## src/usrb_pkg.sv

```systemverilog
/*
 * Shared constants for the serial status and receive buffer block:
 * register indices, status field positions, threshold codes, event bits.
 * Assumes a 16-bit register port with a 3-bit word index.
 */
`default_nettype none

package usrb_pkg;

	// ==========================================================
	// Sizes
	localparam int RX_DEPTH = 4;
	localparam int TX_DEPTH = 4;
	localparam int RXW = 11;
	localparam int CW = 3;

	// ==========================================================
	// Register indices
	localparam logic [2:0] REG_STATUS = 3'h0;
	localparam logic [2:0] REG_RXDATA = 3'h1;
	localparam logic [2:0] REG_TXDATA = 3'h2;
	localparam logic [2:0] REG_IRQ_STAT = 3'h3;
	localparam logic [2:0] REG_IRQ_MASK = 3'h4;
	localparam logic [2:0] REG_CONFIG = 3'h5;

	// ==========================================================
	// Status and control field positions
	localparam int B_TXBF = 9;
	localparam int B_TX_SHIFT_EMPTY_FLAG = 8;
	localparam int B_SEL_HI = 7;
	localparam int B_SEL_LO = 6;
	localparam int B_ADDRESS_DETECT_ENABLE = 5;
	localparam int B_RECEIVER_IDLE_FLAG = 4;
	localparam int B_PARITY_ERROR_FLAG = 3;
	localparam int B_FRAMING_ERROR_FLAG = 2;
	localparam int B_OVERRUN_ERROR_FLAG = 1;
	localparam int B_RXDA = 0;
	localparam int B_NINE = 0;

	// ==========================================================
	// Receive threshold codes and fill levels
	localparam logic [1:0] SEL_FULL = 2'h3;
	localparam logic [1:0] SEL_3Q = 2'h2;
	localparam logic [CW-1:0] LVL_FULL = 3'h4;
	localparam logic [CW-1:0] LVL_3Q = 3'h3;

	// ==========================================================
	// Interrupt event bits, queue word layout, reset values
	localparam int EV_RXTH = 0;
	localparam int EV_OVR = 1;
	localparam int EV_FRM = 2;
	localparam int EV_PAR = 3;
	localparam int W_PARITY_ERROR_FLAG = 10;
	localparam int W_FRAMING_ERROR_FLAG = 9;
	localparam logic [15:0] RST_WORD = 16'h0000;

endpackage

`default_nettype wire

```

## src/usrb_rxq_if.sv

```systemverilog
/*
 * Link between the status logic and its receive queue.
 * Assumes both ends run on the same clock.
 */
`default_nettype none

interface usrb_rxq_if #(
	parameter int DEPTH = 4,
	parameter int WIDTH = 11
);
	localparam int CW = $clog2(DEPTH + 1);
	logic push;
	logic [WIDTH-1:0] push_word;
	logic pop;
	logic flush;
	logic [CW-1:0] count;
	logic [WIDTH-1:0] head;

	modport owner(output push, output push_word, output pop, output flush,
		input count, input head);
	modport queue(input push, input push_word, input pop, input flush,
		output count, output head);
endinterface

`default_nettype wire

```

## src/usrb_rx_queue.sv

```systemverilog
/*
 * Receive character queue, head always in slot 0.
 * Assumes the owner never pushes while full; flush wins over push and pop.
 */
`default_nettype none

module usrb_rx_queue #(
	parameter int DEPTH = usrb_pkg::RX_DEPTH,
	parameter int WIDTH = usrb_pkg::RXW
) (
	// Clock and reset
	input wire logic sys_clk,
	input wire logic rst_n,
	// Queue port
	usrb_rxq_if.queue q
);
	localparam int CW = $clog2(DEPTH + 1);

	typedef struct packed {
		logic [CW-1:0] cnt;
		logic [DEPTH-1:0][WIDTH-1:0] slot;
	} usrb_q_t;

	usrb_q_t st;
	usrb_q_t next_st;

	// ==========================================================
	// Shift-down queue
	always_comb begin
		next_st = st;
		if (q.flush) begin
			next_st.cnt = '0;
		end else begin
			if (q.pop && st.cnt != '0) begin
				for (int i = 0; i < DEPTH - 1; i++) begin
					next_st.slot[i] = st.slot[i+1];
				end
				next_st.slot[DEPTH-1] = '0;
				next_st.cnt = st.cnt - CW'(1);
			end
			if (q.push && next_st.cnt < CW'(DEPTH)) begin
				next_st.slot[next_st.cnt] = q.push_word;
				next_st.cnt = next_st.cnt + CW'(1);
			end
		end
	end

	always_ff @(posedge sys_clk) begin
		if (!rst_n) begin
			st <= '0;
		end else begin
			st <= next_st;
		end
	end

	assign q.count = st.cnt;
	assign q.head = st.slot[0];

endmodule

`default_nettype wire

```

## src/usrb_status.sv

```systemverilog
/*
 * Status, receive buffer and interrupt logic of an asynchronous serial port.
 * Assumes a receive engine that offers one-cycle character strobes with
 * error bits, and a transmit shifter that raises busy in the cycle after
 * it accepts a character and holds it until the last bit is out.
 */
// What this block does
// - Shift-empty reads 0 while a character is shifting or queued, 1 only when both are empty.
// - Threshold code 11 fires on the fill to four, 10 on the fill to three, 0x on every fill.
// - The receive buffer holds four characters; three of them count as three-quarters full.
// - With address detect on and 9-bit mode, only characters with ninth bit 1 are taken.
// - Receiver idle reads 1 while no character is arriving and 0 during reception.
// - Parity error reads the flag of the character at the head of the receive queue.
// - Framing error reads the flag of the character at the head of the receive queue.
// - A character arriving with the buffer full sets the overrun flag; software only clears it.
// - Clearing a set overrun flag empties the buffer and resets the receive shift register.
// - Data available reads 1 whenever at least one unread character is in the buffer.
`default_nettype none

module usrb_status (
	// Clock and reset
	input wire logic sys_clk,
	input wire logic rst_n,
	// Register port
	input wire logic [2:0] reg_addr,
	input wire logic [15:0] reg_wdata,
	input wire logic reg_wr,
	input wire logic reg_rd,
	output logic [15:0] reg_rdata,
	// Receive engine
	input wire logic rx_char_valid,
	input wire logic [8:0] rx_char_data,
	input wire logic rx_parity_bad,
	input wire logic rx_frame_bad,
	input wire logic rx_active,
	output logic rx_shift_clear,
	// Transmit shifter
	output logic tx_char_valid,
	output logic [8:0] tx_char_data,
	input wire logic tx_char_ready,
	input wire logic tx_shift_busy,
	// Interrupt
	output logic irq
);
	localparam int CW = usrb_pkg::CW;
	localparam int TCW = $clog2(usrb_pkg::TX_DEPTH + 1);

	typedef struct packed {
		logic [15:0] rdata;
		logic irq;
		logic [1:0] rx_sel;
		logic addr_en;
		logic nine_bit;
		logic overrun_error_flag;
		logic [3:0] ev;
		logic [3:0] mask;
		logic [TCW-1:0] tx_cnt;
		logic [usrb_pkg::TX_DEPTH-1:0][8:0] tx_slot;
		logic tx_valid;
		logic rx_clear;
	} usrb_state_t;

	usrb_state_t st;
	usrb_state_t next_st;

	usrb_rxq_if #(.DEPTH(usrb_pkg::RX_DEPTH), .WIDTH(usrb_pkg::RXW)) q ();

	usrb_rx_queue #(
		.DEPTH(usrb_pkg::RX_DEPTH),
		.WIDTH(usrb_pkg::RXW)
	) u_rx_queue (
		.sys_clk(sys_clk),
		.rst_n(rst_n),
		.q(q.queue)
	);

	logic rx_full;
	logic addr_drop;
	logic arrival;
	logic overrun_set;
	logic do_clear;
	logic push;
	logic pop;
	logic [CW-1:0] cnt_after;
	logic thr_hit;
	logic rx_avail_now;
	logic head_parity_error_flag;
	logic head_framing_error_flag;
	logic tx_shift_empty_flag_now;
	logic txbf_now;
	logic tx_take;
	logic tx_put;
	logic wr_status;
	logic [3:0] ev_set;
	logic [3:0] ev_clr;
	logic [15:0] status_word;
	logic [8:0] rx_char_kept;

	// ==========================================================
	// Threshold decode
	function automatic logic usrb_level_hit(input logic [1:0] sel,
		input logic [CW-1:0] cnt);
		unique case (sel)
			usrb_pkg::SEL_FULL: usrb_level_hit = cnt == usrb_pkg::LVL_FULL;
			usrb_pkg::SEL_3Q: usrb_level_hit = cnt == usrb_pkg::LVL_3Q;
			default: usrb_level_hit = 1'b1;
		endcase
	endfunction

	// ==========================================================
	// Receive side decisions
	always_comb begin
		wr_status = reg_wr && reg_addr == usrb_pkg::REG_STATUS;
		rx_full = q.count == usrb_pkg::LVL_FULL;
		addr_drop = st.addr_en && st.nine_bit && !rx_char_data[8];
		arrival = rx_char_valid && !addr_drop;
		overrun_set = arrival && rx_full;
		// Set beats clear: a clear racing a new overrun is dropped
		do_clear = wr_status && !reg_wdata[usrb_pkg::B_OVERRUN_ERROR_FLAG] && st.overrun_error_flag
			&& !overrun_set;
		// Receiver stays parked while overrun is pending
		push = arrival && !rx_full && !st.overrun_error_flag && !do_clear;
		pop = reg_rd && reg_addr == usrb_pkg::REG_RXDATA
			&& q.count != '0 && !do_clear;
		cnt_after = q.count + CW'(push) - CW'(pop);
		thr_hit = push && usrb_level_hit(st.rx_sel, cnt_after);
		rx_avail_now = q.count != '0;
		head_parity_error_flag = rx_avail_now && q.head[usrb_pkg::W_PARITY_ERROR_FLAG];
		head_framing_error_flag = rx_avail_now && q.head[usrb_pkg::W_FRAMING_ERROR_FLAG];
		rx_char_kept = {st.nine_bit && rx_char_data[8], rx_char_data[7:0]};
	end

	assign q.push = push;
	assign q.push_word = {rx_parity_bad, rx_frame_bad, rx_char_kept};
	assign q.pop = pop;
	assign q.flush = do_clear;

	// ==========================================================
	// Transmit side decisions
	always_comb begin
		tx_shift_empty_flag_now = st.tx_cnt == '0 && !tx_shift_busy;
		txbf_now = st.tx_cnt == TCW'(usrb_pkg::TX_DEPTH);
		tx_take = st.tx_valid && tx_char_ready;
		// A write into a full buffer is dropped
		tx_put = reg_wr && reg_addr == usrb_pkg::REG_TXDATA && !txbf_now;
	end

	// ==========================================================
	// Status word and events
	always_comb begin
		status_word = usrb_pkg::RST_WORD;
		status_word[usrb_pkg::B_TXBF] = txbf_now;
		status_word[usrb_pkg::B_TX_SHIFT_EMPTY_FLAG] = tx_shift_empty_flag_now;
		status_word[usrb_pkg::B_SEL_HI:usrb_pkg::B_SEL_LO] = st.rx_sel;
		status_word[usrb_pkg::B_ADDRESS_DETECT_ENABLE] = st.addr_en;
		status_word[usrb_pkg::B_RECEIVER_IDLE_FLAG] = !rx_active;
		status_word[usrb_pkg::B_PARITY_ERROR_FLAG] = head_parity_error_flag;
		status_word[usrb_pkg::B_FRAMING_ERROR_FLAG] = head_framing_error_flag;
		status_word[usrb_pkg::B_OVERRUN_ERROR_FLAG] = st.overrun_error_flag;
		status_word[usrb_pkg::B_RXDA] = rx_avail_now;
		ev_set = 4'h0;
		ev_set[usrb_pkg::EV_RXTH] = thr_hit;
		ev_set[usrb_pkg::EV_OVR] = overrun_set;
		ev_set[usrb_pkg::EV_FRM] = push && rx_frame_bad;
		ev_set[usrb_pkg::EV_PAR] = push && rx_parity_bad;
		ev_clr = 4'h0;
		if (reg_wr && reg_addr == usrb_pkg::REG_IRQ_STAT) begin
			ev_clr = reg_wdata[3:0];
		end
	end

	// ==========================================================
	// Next state
	always_comb begin
		next_st = st;
		// Read data stand for one cycle only
		next_st.rdata = usrb_pkg::RST_WORD;
		if (reg_rd) begin
			unique case (reg_addr)
				usrb_pkg::REG_STATUS: next_st.rdata = status_word;
				usrb_pkg::REG_RXDATA: next_st.rdata = rx_avail_now
					? {7'h00, q.head[8:0]} : usrb_pkg::RST_WORD;
				usrb_pkg::REG_IRQ_STAT: next_st.rdata = {12'h000, st.ev};
				usrb_pkg::REG_IRQ_MASK: next_st.rdata = {12'h000, st.mask};
				usrb_pkg::REG_CONFIG: next_st.rdata = {15'h0000, st.nine_bit};
				default: next_st.rdata = usrb_pkg::RST_WORD;
			endcase
		end
		if (wr_status) begin
			next_st.rx_sel = reg_wdata[usrb_pkg::B_SEL_HI:usrb_pkg::B_SEL_LO];
			next_st.addr_en = reg_wdata[usrb_pkg::B_ADDRESS_DETECT_ENABLE];
		end
		if (reg_wr && reg_addr == usrb_pkg::REG_IRQ_MASK) begin
			next_st.mask = reg_wdata[3:0];
		end
		if (reg_wr && reg_addr == usrb_pkg::REG_CONFIG) begin
			next_st.nine_bit = reg_wdata[usrb_pkg::B_NINE];
		end
		// Software can only clear overrun, never set it
		if (overrun_set) begin
			next_st.overrun_error_flag = 1'b1;
		end else if (do_clear) begin
			next_st.overrun_error_flag = 1'b0;
		end
		next_st.rx_clear = do_clear;
		// Event set wins over a write-one clear in the same cycle
		next_st.ev = (st.ev & ~ev_clr) | ev_set;
		next_st.irq = |(next_st.ev & next_st.mask);
		if (tx_take) begin
			for (int i = 0; i < usrb_pkg::TX_DEPTH - 1; i++) begin
				next_st.tx_slot[i] = st.tx_slot[i+1];
			end
			next_st.tx_slot[usrb_pkg::TX_DEPTH-1] = 9'h000;
			next_st.tx_cnt = st.tx_cnt - TCW'(1);
		end
		if (tx_put) begin
			next_st.tx_slot[next_st.tx_cnt] =
				{st.nine_bit && reg_wdata[8], reg_wdata[7:0]};
			next_st.tx_cnt = next_st.tx_cnt + TCW'(1);
		end
		next_st.tx_valid = next_st.tx_cnt != '0;
	end

	// ==========================================================
	// State register
	always_ff @(posedge sys_clk) begin
		if (!rst_n) begin
			st <= '0;
		end else begin
			st <= next_st;
		end
	end

	assign reg_rdata = st.rdata;
	assign irq = st.irq;
	assign tx_char_valid = st.tx_valid;
	assign tx_char_data = st.tx_slot[0];
	assign rx_shift_clear = st.rx_clear;

	logic rd_status;
	assign rd_status = reg_rd && reg_addr == usrb_pkg::REG_STATUS;
endmodule

`default_nettype wire

```

## config.mk

```make
export PLATFORM = sky130hd
export DESIGN_NAME = usrb_status
export DESIGN_NICKNAME = d
export VERILOG_FILES = /design/src/usrb_pkg.sv /design/src/usrb_rxq_if.sv /design/src/usrb_rx_queue.sv /design/src/usrb_status.sv
export SDC_FILE = /design/constraint.sdc
export NUM_CORES = 1
export LEC_CHECK = 0
export BUFFER_PORTS_ARGS = -buffer_cell sky130_fd_sc_hd__buf_4
export CORE_MARGIN = 1
export CORE_UTILIZATION = 59
export CTS_CLUSTER_SIZE = 12
export DETAILED_ROUTE_END_ITERATION = 8
export GPL_TIMING_DRIVEN = 0
export PLACE_DENSITY = 0.81
export SYNTH_ARGS = -nofsm -noshare
export SYNTH_HDL_FRONTEND = slang
export SYNTH_SLANG_ARGS = --single-unit
```

## constraint.sdc

```tcl
create_clock -name sys_clk -period 3.8 [get_ports sys_clk]
set_clock_uncertainty 0.15 [all_clocks]
set_input_delay 0.57 -clock sys_clk [delete_from_list [all_inputs] [get_ports sys_clk]]
set_output_delay 0.57 -clock sys_clk [all_outputs]
set_load 0.05 [all_outputs]
```

==> flow_summary_export.csv, run 1 <==
group,metric,value,unit
worst_setup_path,cp_max_fo,10,
logic_synthesis,synthTopCellsByArea,"dfxtp_1 (40%), mux2i_1 (7.9%), mux2_2 (6.2%)",
clock_network,cts.sinks,112,
worst_setup_path,start_kind,"flop",
cells_and_area,syn_to_final_growth,13.6,%
hold_path,hold_path_depth,2,
place,io_buffers,50,
worst_setup_path,critPathTopFamily,"adder cells",
run_status,outcome,"complete, no violations",
die,coreArea,9280,µm²
timing,setup-tns-final,0,ns
timing,clock.fmax,284,MHz
cells_and_area,drive_above_1_share,22.6,%
die,die_h,100,µm
timing,tightest_slew,0.948,ns
logic_synthesis,seq_area_frac_synth,39.6,%
die,rows,35,
die,io_pins,66,
clock_network,h-tree-depth,3,
drt,dr.first_iter.drc_count,229,
logic_synthesis,syn_avg_cell_area,9.43,µm²
worst_setup_path,r2r_end,"irq",
timing,slew_viol_final,0,
logic_synthesis,synth_commonest_cells,"dfxtp_1 (112), nand3_1 (56), nand2_1 (46), nor2_1 (46), mux2i_1 (45)",
power,p_leak,2.74,nW
clock_network,path_clk_slew,0.12,ns
worst_setup_path,rr_startpoint,"u_rx_queue.q.count[0]",
logic_synthesis,yosys_warnings,0,
worst_setup_path,crit_path_end_kind,"flop",
worst_setup_path,cp_slowest_stage_delay,0.37,ns
clock_network,numCtsBuffers,9,
global_routing,grt_antenna_before_repair,0,
timing,period_share,92.6,%
drt,wl_per_cell,17.7,µm
logic_synthesis,netlist_area,5670,µm²
worst_setup_path,cp-startpoint,"u_rx_queue.q.count[0]",
drt,firstDrtPassIters,5,
global_routing,grt_use_total,29.6,%
place,dpl.hpwl,10.1,mm
drt,via_count,4843,
worst_setup_path,cp.depth,17,
worst_setup_path,critPathSlowestCell,"fa_1",
place,dp.cells,785,
timing,grt_setup_unrepaired,"no",
logic_synthesis,yosysTopAreaCell,"dfxtp_1",
clock_network,post_cts.repair.setup_buffers,0,
cells_and_area,fin_util,69.3,%
timing,hold_viol,0,
drt,vias_per_cell,6.05,
clock_network,cts_buffer_depth,2,
logic_synthesis,netlist.area_leader.share,39.6,%
worst_setup_path,cp_cell_sequence,"inv_1, ha_1, nand2b_1, nand2_1, buf_2, clkbuf_4, inv_1, ha_1, inv_1, ha_1, inv_1, fa_1, xnor3_1, o31ai_1, a31o_2, nand4b_1, nand3_1",
clock_network,cts_tree,"built",
worst_setup_path,critPathBufInv,6,
worst_setup_path,r2r_cells,17,
logic_synthesis,netlist_instances,601,
power,vdd_drop_max,0.000237,V
drt,drc,0,
global_routing,grt_pass1_wl,23.1,mm
die,die_w,100,µm
hold_path,min_from,"rx_char_data[5]",
drt,wl,14.2,mm
timing,period_needed,3.52,ns
place,gp_congestion,0.881,
timing,slew_headroom,36.4,%
die,die_area,10000,µm²
clock_network,clk_latency,0.39,ns
drt,ant_nets,0,
logic_synthesis,synthArstFlopShare,0,%
worst_setup_path,crit_path_frequent_cell,"inv_1",
timing,timing.hold.ws,0.267,ns
logic_synthesis,synth_edf_count,0,
worst_setup_path,worst_ep_required_time,3.97,ns
hold_path,hold-path-endpoint,"u_rx_queue.st[38]",
hold_path,hold_class,"in -> reg",
run,cap_violations,0,
global_routing,grt_pass1_vias,4790,
cells_and_area,n_antenna_cell,0,
global_routing,grt_max_degree,21,
cells_and_area,final_cells,801,
logic_synthesis,synth-seq-cells,112,
timing,setup_viol,0,
global_routing,overflow,0,
worst_setup_path,arrival,3.69,ns
logic_synthesis,synth.most_common_cell,"dfxtp_1",
power,cellPowerDensity,441,nW/µm²
logic_synthesis,ys_types,57,
clock_network,cts-root-buf,"clkbuf_8",
cells_and_area,fin_nets,722,
worst_setup_path,critical_path_class,"reg -> reg",
worst_setup_path,ff2ff_setup_slack,0.28,ns
die,start_util,61.0,%
logic_synthesis,synth_ff_type,"dfxtp_1",
[stage by stage]
step                      power, W  instance area (µm²)  setup WS (ns)
after global placement     0.00206                 6220          0.199
after global routing       0.00297                 6430         0.0444
after CTS                  0.00284                 6430          0.224
after floorplan            0.00188                 5690          0.504
after detailed placement   0.00209                 6220          0.129
final                      0.00284                 6430          0.282
[worst reg2reg max path, cell delays in order (launching register included)]
cell	delay [ns]
dfxtp_1	0.32
inv_1	0.15
ha_1	0.28
nand2b_1	0.14
nand2_1	0.09
buf_2	0.23
clkbuf_4	0.30
inv_1	0.07
ha_1	0.27
inv_1	0.06
ha_1	0.13
inv_1	0.05
fa_1	0.37
xnor3_1	0.21
o31ai_1	0.24
a31o_2	0.17
nand4b_1	0.10
nand3_1	0.14
[placed cells by master (no fill, tap or decap), drive strengths merged, types with 3 or more instances in the layout]
master,count
nand4,5
o2bb2ai,29
dfxtp,112
a21oi,20
nand3,56
mux2,31
ha,16
a32o,3
nand4b,4
conb,6
mux2i,45
nor2,48
a31oi,3
xnor2,3
nor3,3
buf,95
inv,19
and2,3
clkbuf,33
o21ai,8
a311oi,27
nand2b,4
a22oi,5
nand2,46
a22o,15
[state kept, by name, summed over array words and instances, names as in the netlist, 3 cells and up]
name                flops
st                     43
u_rx_queue.st          33
u_rx_queue.q.head      11
reg_rdata              10
tx_char_data            9
u_rx_queue.q.count      3
[where the power goes]
group	internal, W	switching (W)	total (W)
logic	0.000293	0.000466	0.000759
clock network	0.000319	0.000440	0.000759
registers	0.00125	0.0000636	0.00132
total	0.00187	0.000970	0.00284
[how the worst max path moves through the flow]
stage,to
2_1_floorplan,irq
4_1_cts,irq
6_report,irq
5_1_grt,irq
3_3_place_gp,irq
3_5_place_dp,irq
[kinds of logic after synthesis]
family                     count (synthesis)  share of synthesized area, %
and+or+nand+nor                          181                          15.9
AOI/OAI and AO/OA                        123                          17.2
DFF                                      112                          39.6
buffers and inverters                     85                          7.99
muxes                                     76                          14.1
adders and majority gates                 17                          3.89
xor gates and xnor gates                   6                          1.30
other                                      1                        0.0662
[cell type report]
cell class,instances,area [µm²]
buffer,69,395
sequential,112,2240
multi-input combinational,409,2990
tap,129,161
clock buffer,9,124
timing repair buffer,50,375
inverter,16,60.1
fill,770,2850
clock inverter,7,86.3
[per-layer routing]
layer  global-route usage, %  part of all wire [%]
met5                       0                     0
met2                    52.4                    50
met3                    4.60                   5.6
met1                    35.1                    41
met4                    14.2                   3.2
[timing repair]
item                       CTS  global route
hold buffers                 0             0
setup endpoints to repair    0             1
gates resized for setup      0             1
(Power assumes the default switching activity.)
==> run 2, diff against run 1 <==
Settings changed: BUFFER_PORTS_ARGS -buffer_cell sky130_fd_sc_hd__buf_4 to -buffer_cell sky130_fd_sc_hd__buf_2, RECOVER_POWER set to 100.
==> flow_summary_export.csv, run 2 (synthesized netlist as in run 1, its figures left out) <==
group,metric,value,unit
die,coreArea,9280,µm²
global_routing,grt_max_degree,19,
drt,via_count,4882,
timing,clock.fmax,281,MHz
worst_setup_path,critical_path_class,"reg -> reg",
timing,period_needed,3.56,ns
place,placed_area,6100,µm²
die,start_util,61.0,%
clock_network,cts_buffer_depth,2,
cells_and_area,final_cell_mix,"dfxtp_1 (112), nand3_1 (56), clkbuf_1 (54), nand2_1 (46), nor2_1 (46)",
timing,tightest_slew,1.36,ns
worst_setup_path,critPathBufInv,5,
clock_network,path_clk_slew,0.10,ns
worst_setup_path,r2r_cells,13,
clock_network,h-tree-depth,3,
global_routing,grt_pass1_wl,23.1,mm
clock_network,clk_latency,0.38,ns
drt,drc,0,
worst_setup_path,cp_cell_sequence,"inv_1, ha_1, nand2b_1, nand2_1, buf_2, buf_6, mux2i_1, inv_1, ha_1, nand4_1, clkbuf_1, mux2i_1, o2bb2ai_1",
drt,ant_nets,0,
cells_and_area,fin_nets,722,
die,io_pins,66,
timing,slew_viol_final,0,
power,cellPowerDensity,441,nW/µm²
clock_network,cts_tree,"built",
place,dpl.hpwl,10.2,mm
run,cap_violations,0,
die,die_area,10000,µm²
worst_setup_path,crit_path_end_kind,"flop",
power,comb_power_share,27.1,%
worst_setup_path,arrival,3.69,ns
worst_setup_path,critPathSlowestCell,"clkbuf_1",
timing,period_share,93.7,%
timing,hold_viol,0,
global_routing,overflow,0,
hold_path,hold_path_depth,3,
place,gp_congestion,0.919,
power,clkPwrFrac,25.0,%
cells_and_area,regMostFlops,"st",
run_status,outcome,"complete, no violations",
worst_setup_path,critPathTopFamily,"buffers and inverters",
clock_network,cts.sinks,112,
power,p_int,0.00180,W
die,rows,35,
cells_and_area,n_antenna_cell,0,
power,swShare,34.5,%
drt,firstDrtPassIters,5,
cells_and_area,drive_above_1_share,18.0,%
hold_path,hold_class,"in -> reg",
timing,setup_viol,0,
worst_setup_path,start_kind,"flop",
timing,slew_headroom,8.36,%
power,p_switching,0.000948,W
drt,wl_per_cell,18.0,µm
cells_and_area,postLayoutCellArea,6240,µm²
power,seqPwrFrac,47.9,%
power,p_leak,2.60,nW
timing,grt_setup_unrepaired,"no",
cells_and_area,fillers,797,
global_routing,grt_antenna_before_repair,0,
worst_setup_path,cp_slowest_stage_delay,0.57,ns
drt,vias_per_cell,6.09,
global_routing,grt_pass1_vias,4784,
clock_network,numCtsBuffers,9,
drt,dr.first_iter.drc_count,313,
timing,setup-tns-final,0,ns
place,io_buffers,50,
worst_setup_path,worst_ep_required_time,3.93,ns
global_routing,grt_use_total,29.5,%
die,die_w,100,µm
cells_and_area,syn_to_final_growth,10.2,%
clock_network,cts-root-buf,"clkbuf_8",
power,vdd_drop_max,0.000273,V
worst_setup_path,cp_max_fo,10,
clock_network,post_cts.repair.setup_buffers,0,
worst_setup_path,cp.depth,13,
cells_and_area,largest_reg_flops,43,
drt,wl,14.4,mm
die,die_h,100,µm
cells_and_area,final_common_cell,"dfxtp_1",
==> run 2: power by group through the flow <==
stage                     clock network [W]  registers [W]  logic, W
after floorplan                           0        0.00134  0.000544
after global placement                    0        0.00134  0.000703
after detailed placement                  0        0.00134  0.000740
after CTS                          0.000697        0.00132  0.000746
after global routing               0.000748        0.00133  0.000807
final                              0.000687        0.00132  0.000747
==> run 2: metrics by stage <==
| step | power (W) | worst slack [ns] | util, % | cells | hold WS [ns] |
|---|---|---|---|---|---|
| detailed placement | 0.00208 | 0.131 | 65.7 | 785 | 0.311 |
| CTS | 0.00276 | 0.220 | 67.7 | 801 | 0.272 |
| global placement | 0.00204 | 0.196 | 65.7 | 785 | 0.303 |
| global route | 0.00288 | 0.0259 | 67.3 | 801 | 0.280 |
| floorplan | 0.00188 | 0.504 | - | 606 | 0.291 |
| finish | 0.00275 | 0.239 | 67.3 | 801 | 0.281 |
==> run 2: tightest hold or removal path: stages <==
cell and delay [ns]:
buf_2 0.11, nand3_1 0.06, nor2_1 0.04
==> run 2: final timing paths <==
path | from | end | slack [ns]
worst max-delay path | u_rx_queue.q.count[0] | u_rx_queue.q.head[6] | 0.24
worst min register to register | st[35] | st[35] | 0.32
worst max register to register | u_rx_queue.q.count[0] | u_rx_queue.q.head[6] | 0.24
worst min-delay path | reg_rd | reg_rdata[9] | 0.28
==> run 2: area by class of cell <==
cell class / count / area (µm²) / share of cell area [%]
inverters: 16 / 60.1 / 0.962
repair buffers: 50 / 219 / 3.51
multi-input cells: 409 / 2980 / 47.8
clock inverters: 5 / 38.8 / 0.621
well taps: 129 / 161 / 2.59
plain buffers: 69 / 388 / 6.21
clock buffers: 11 / 151 / 2.42
flip-flops and latches: 112 / 2240 / 35.9
==> run 2: routing by layer <==
layer	GRT usage (%)	up-vias	wire length, µm
met4	12.4	0	397
met2	52.8	214	7210
li1	-	2296	-
met1	34.2	2334	5820
met5	0	-	0
met3	5.92	38	980
==> run 2: what timing repair did <==
item,4_1_cts,5_1_grt
hold buffers,0,0
endpoints found under the setup margin,0,2
endpoints found under the hold margin,0,0
gates resized for setup,0,3
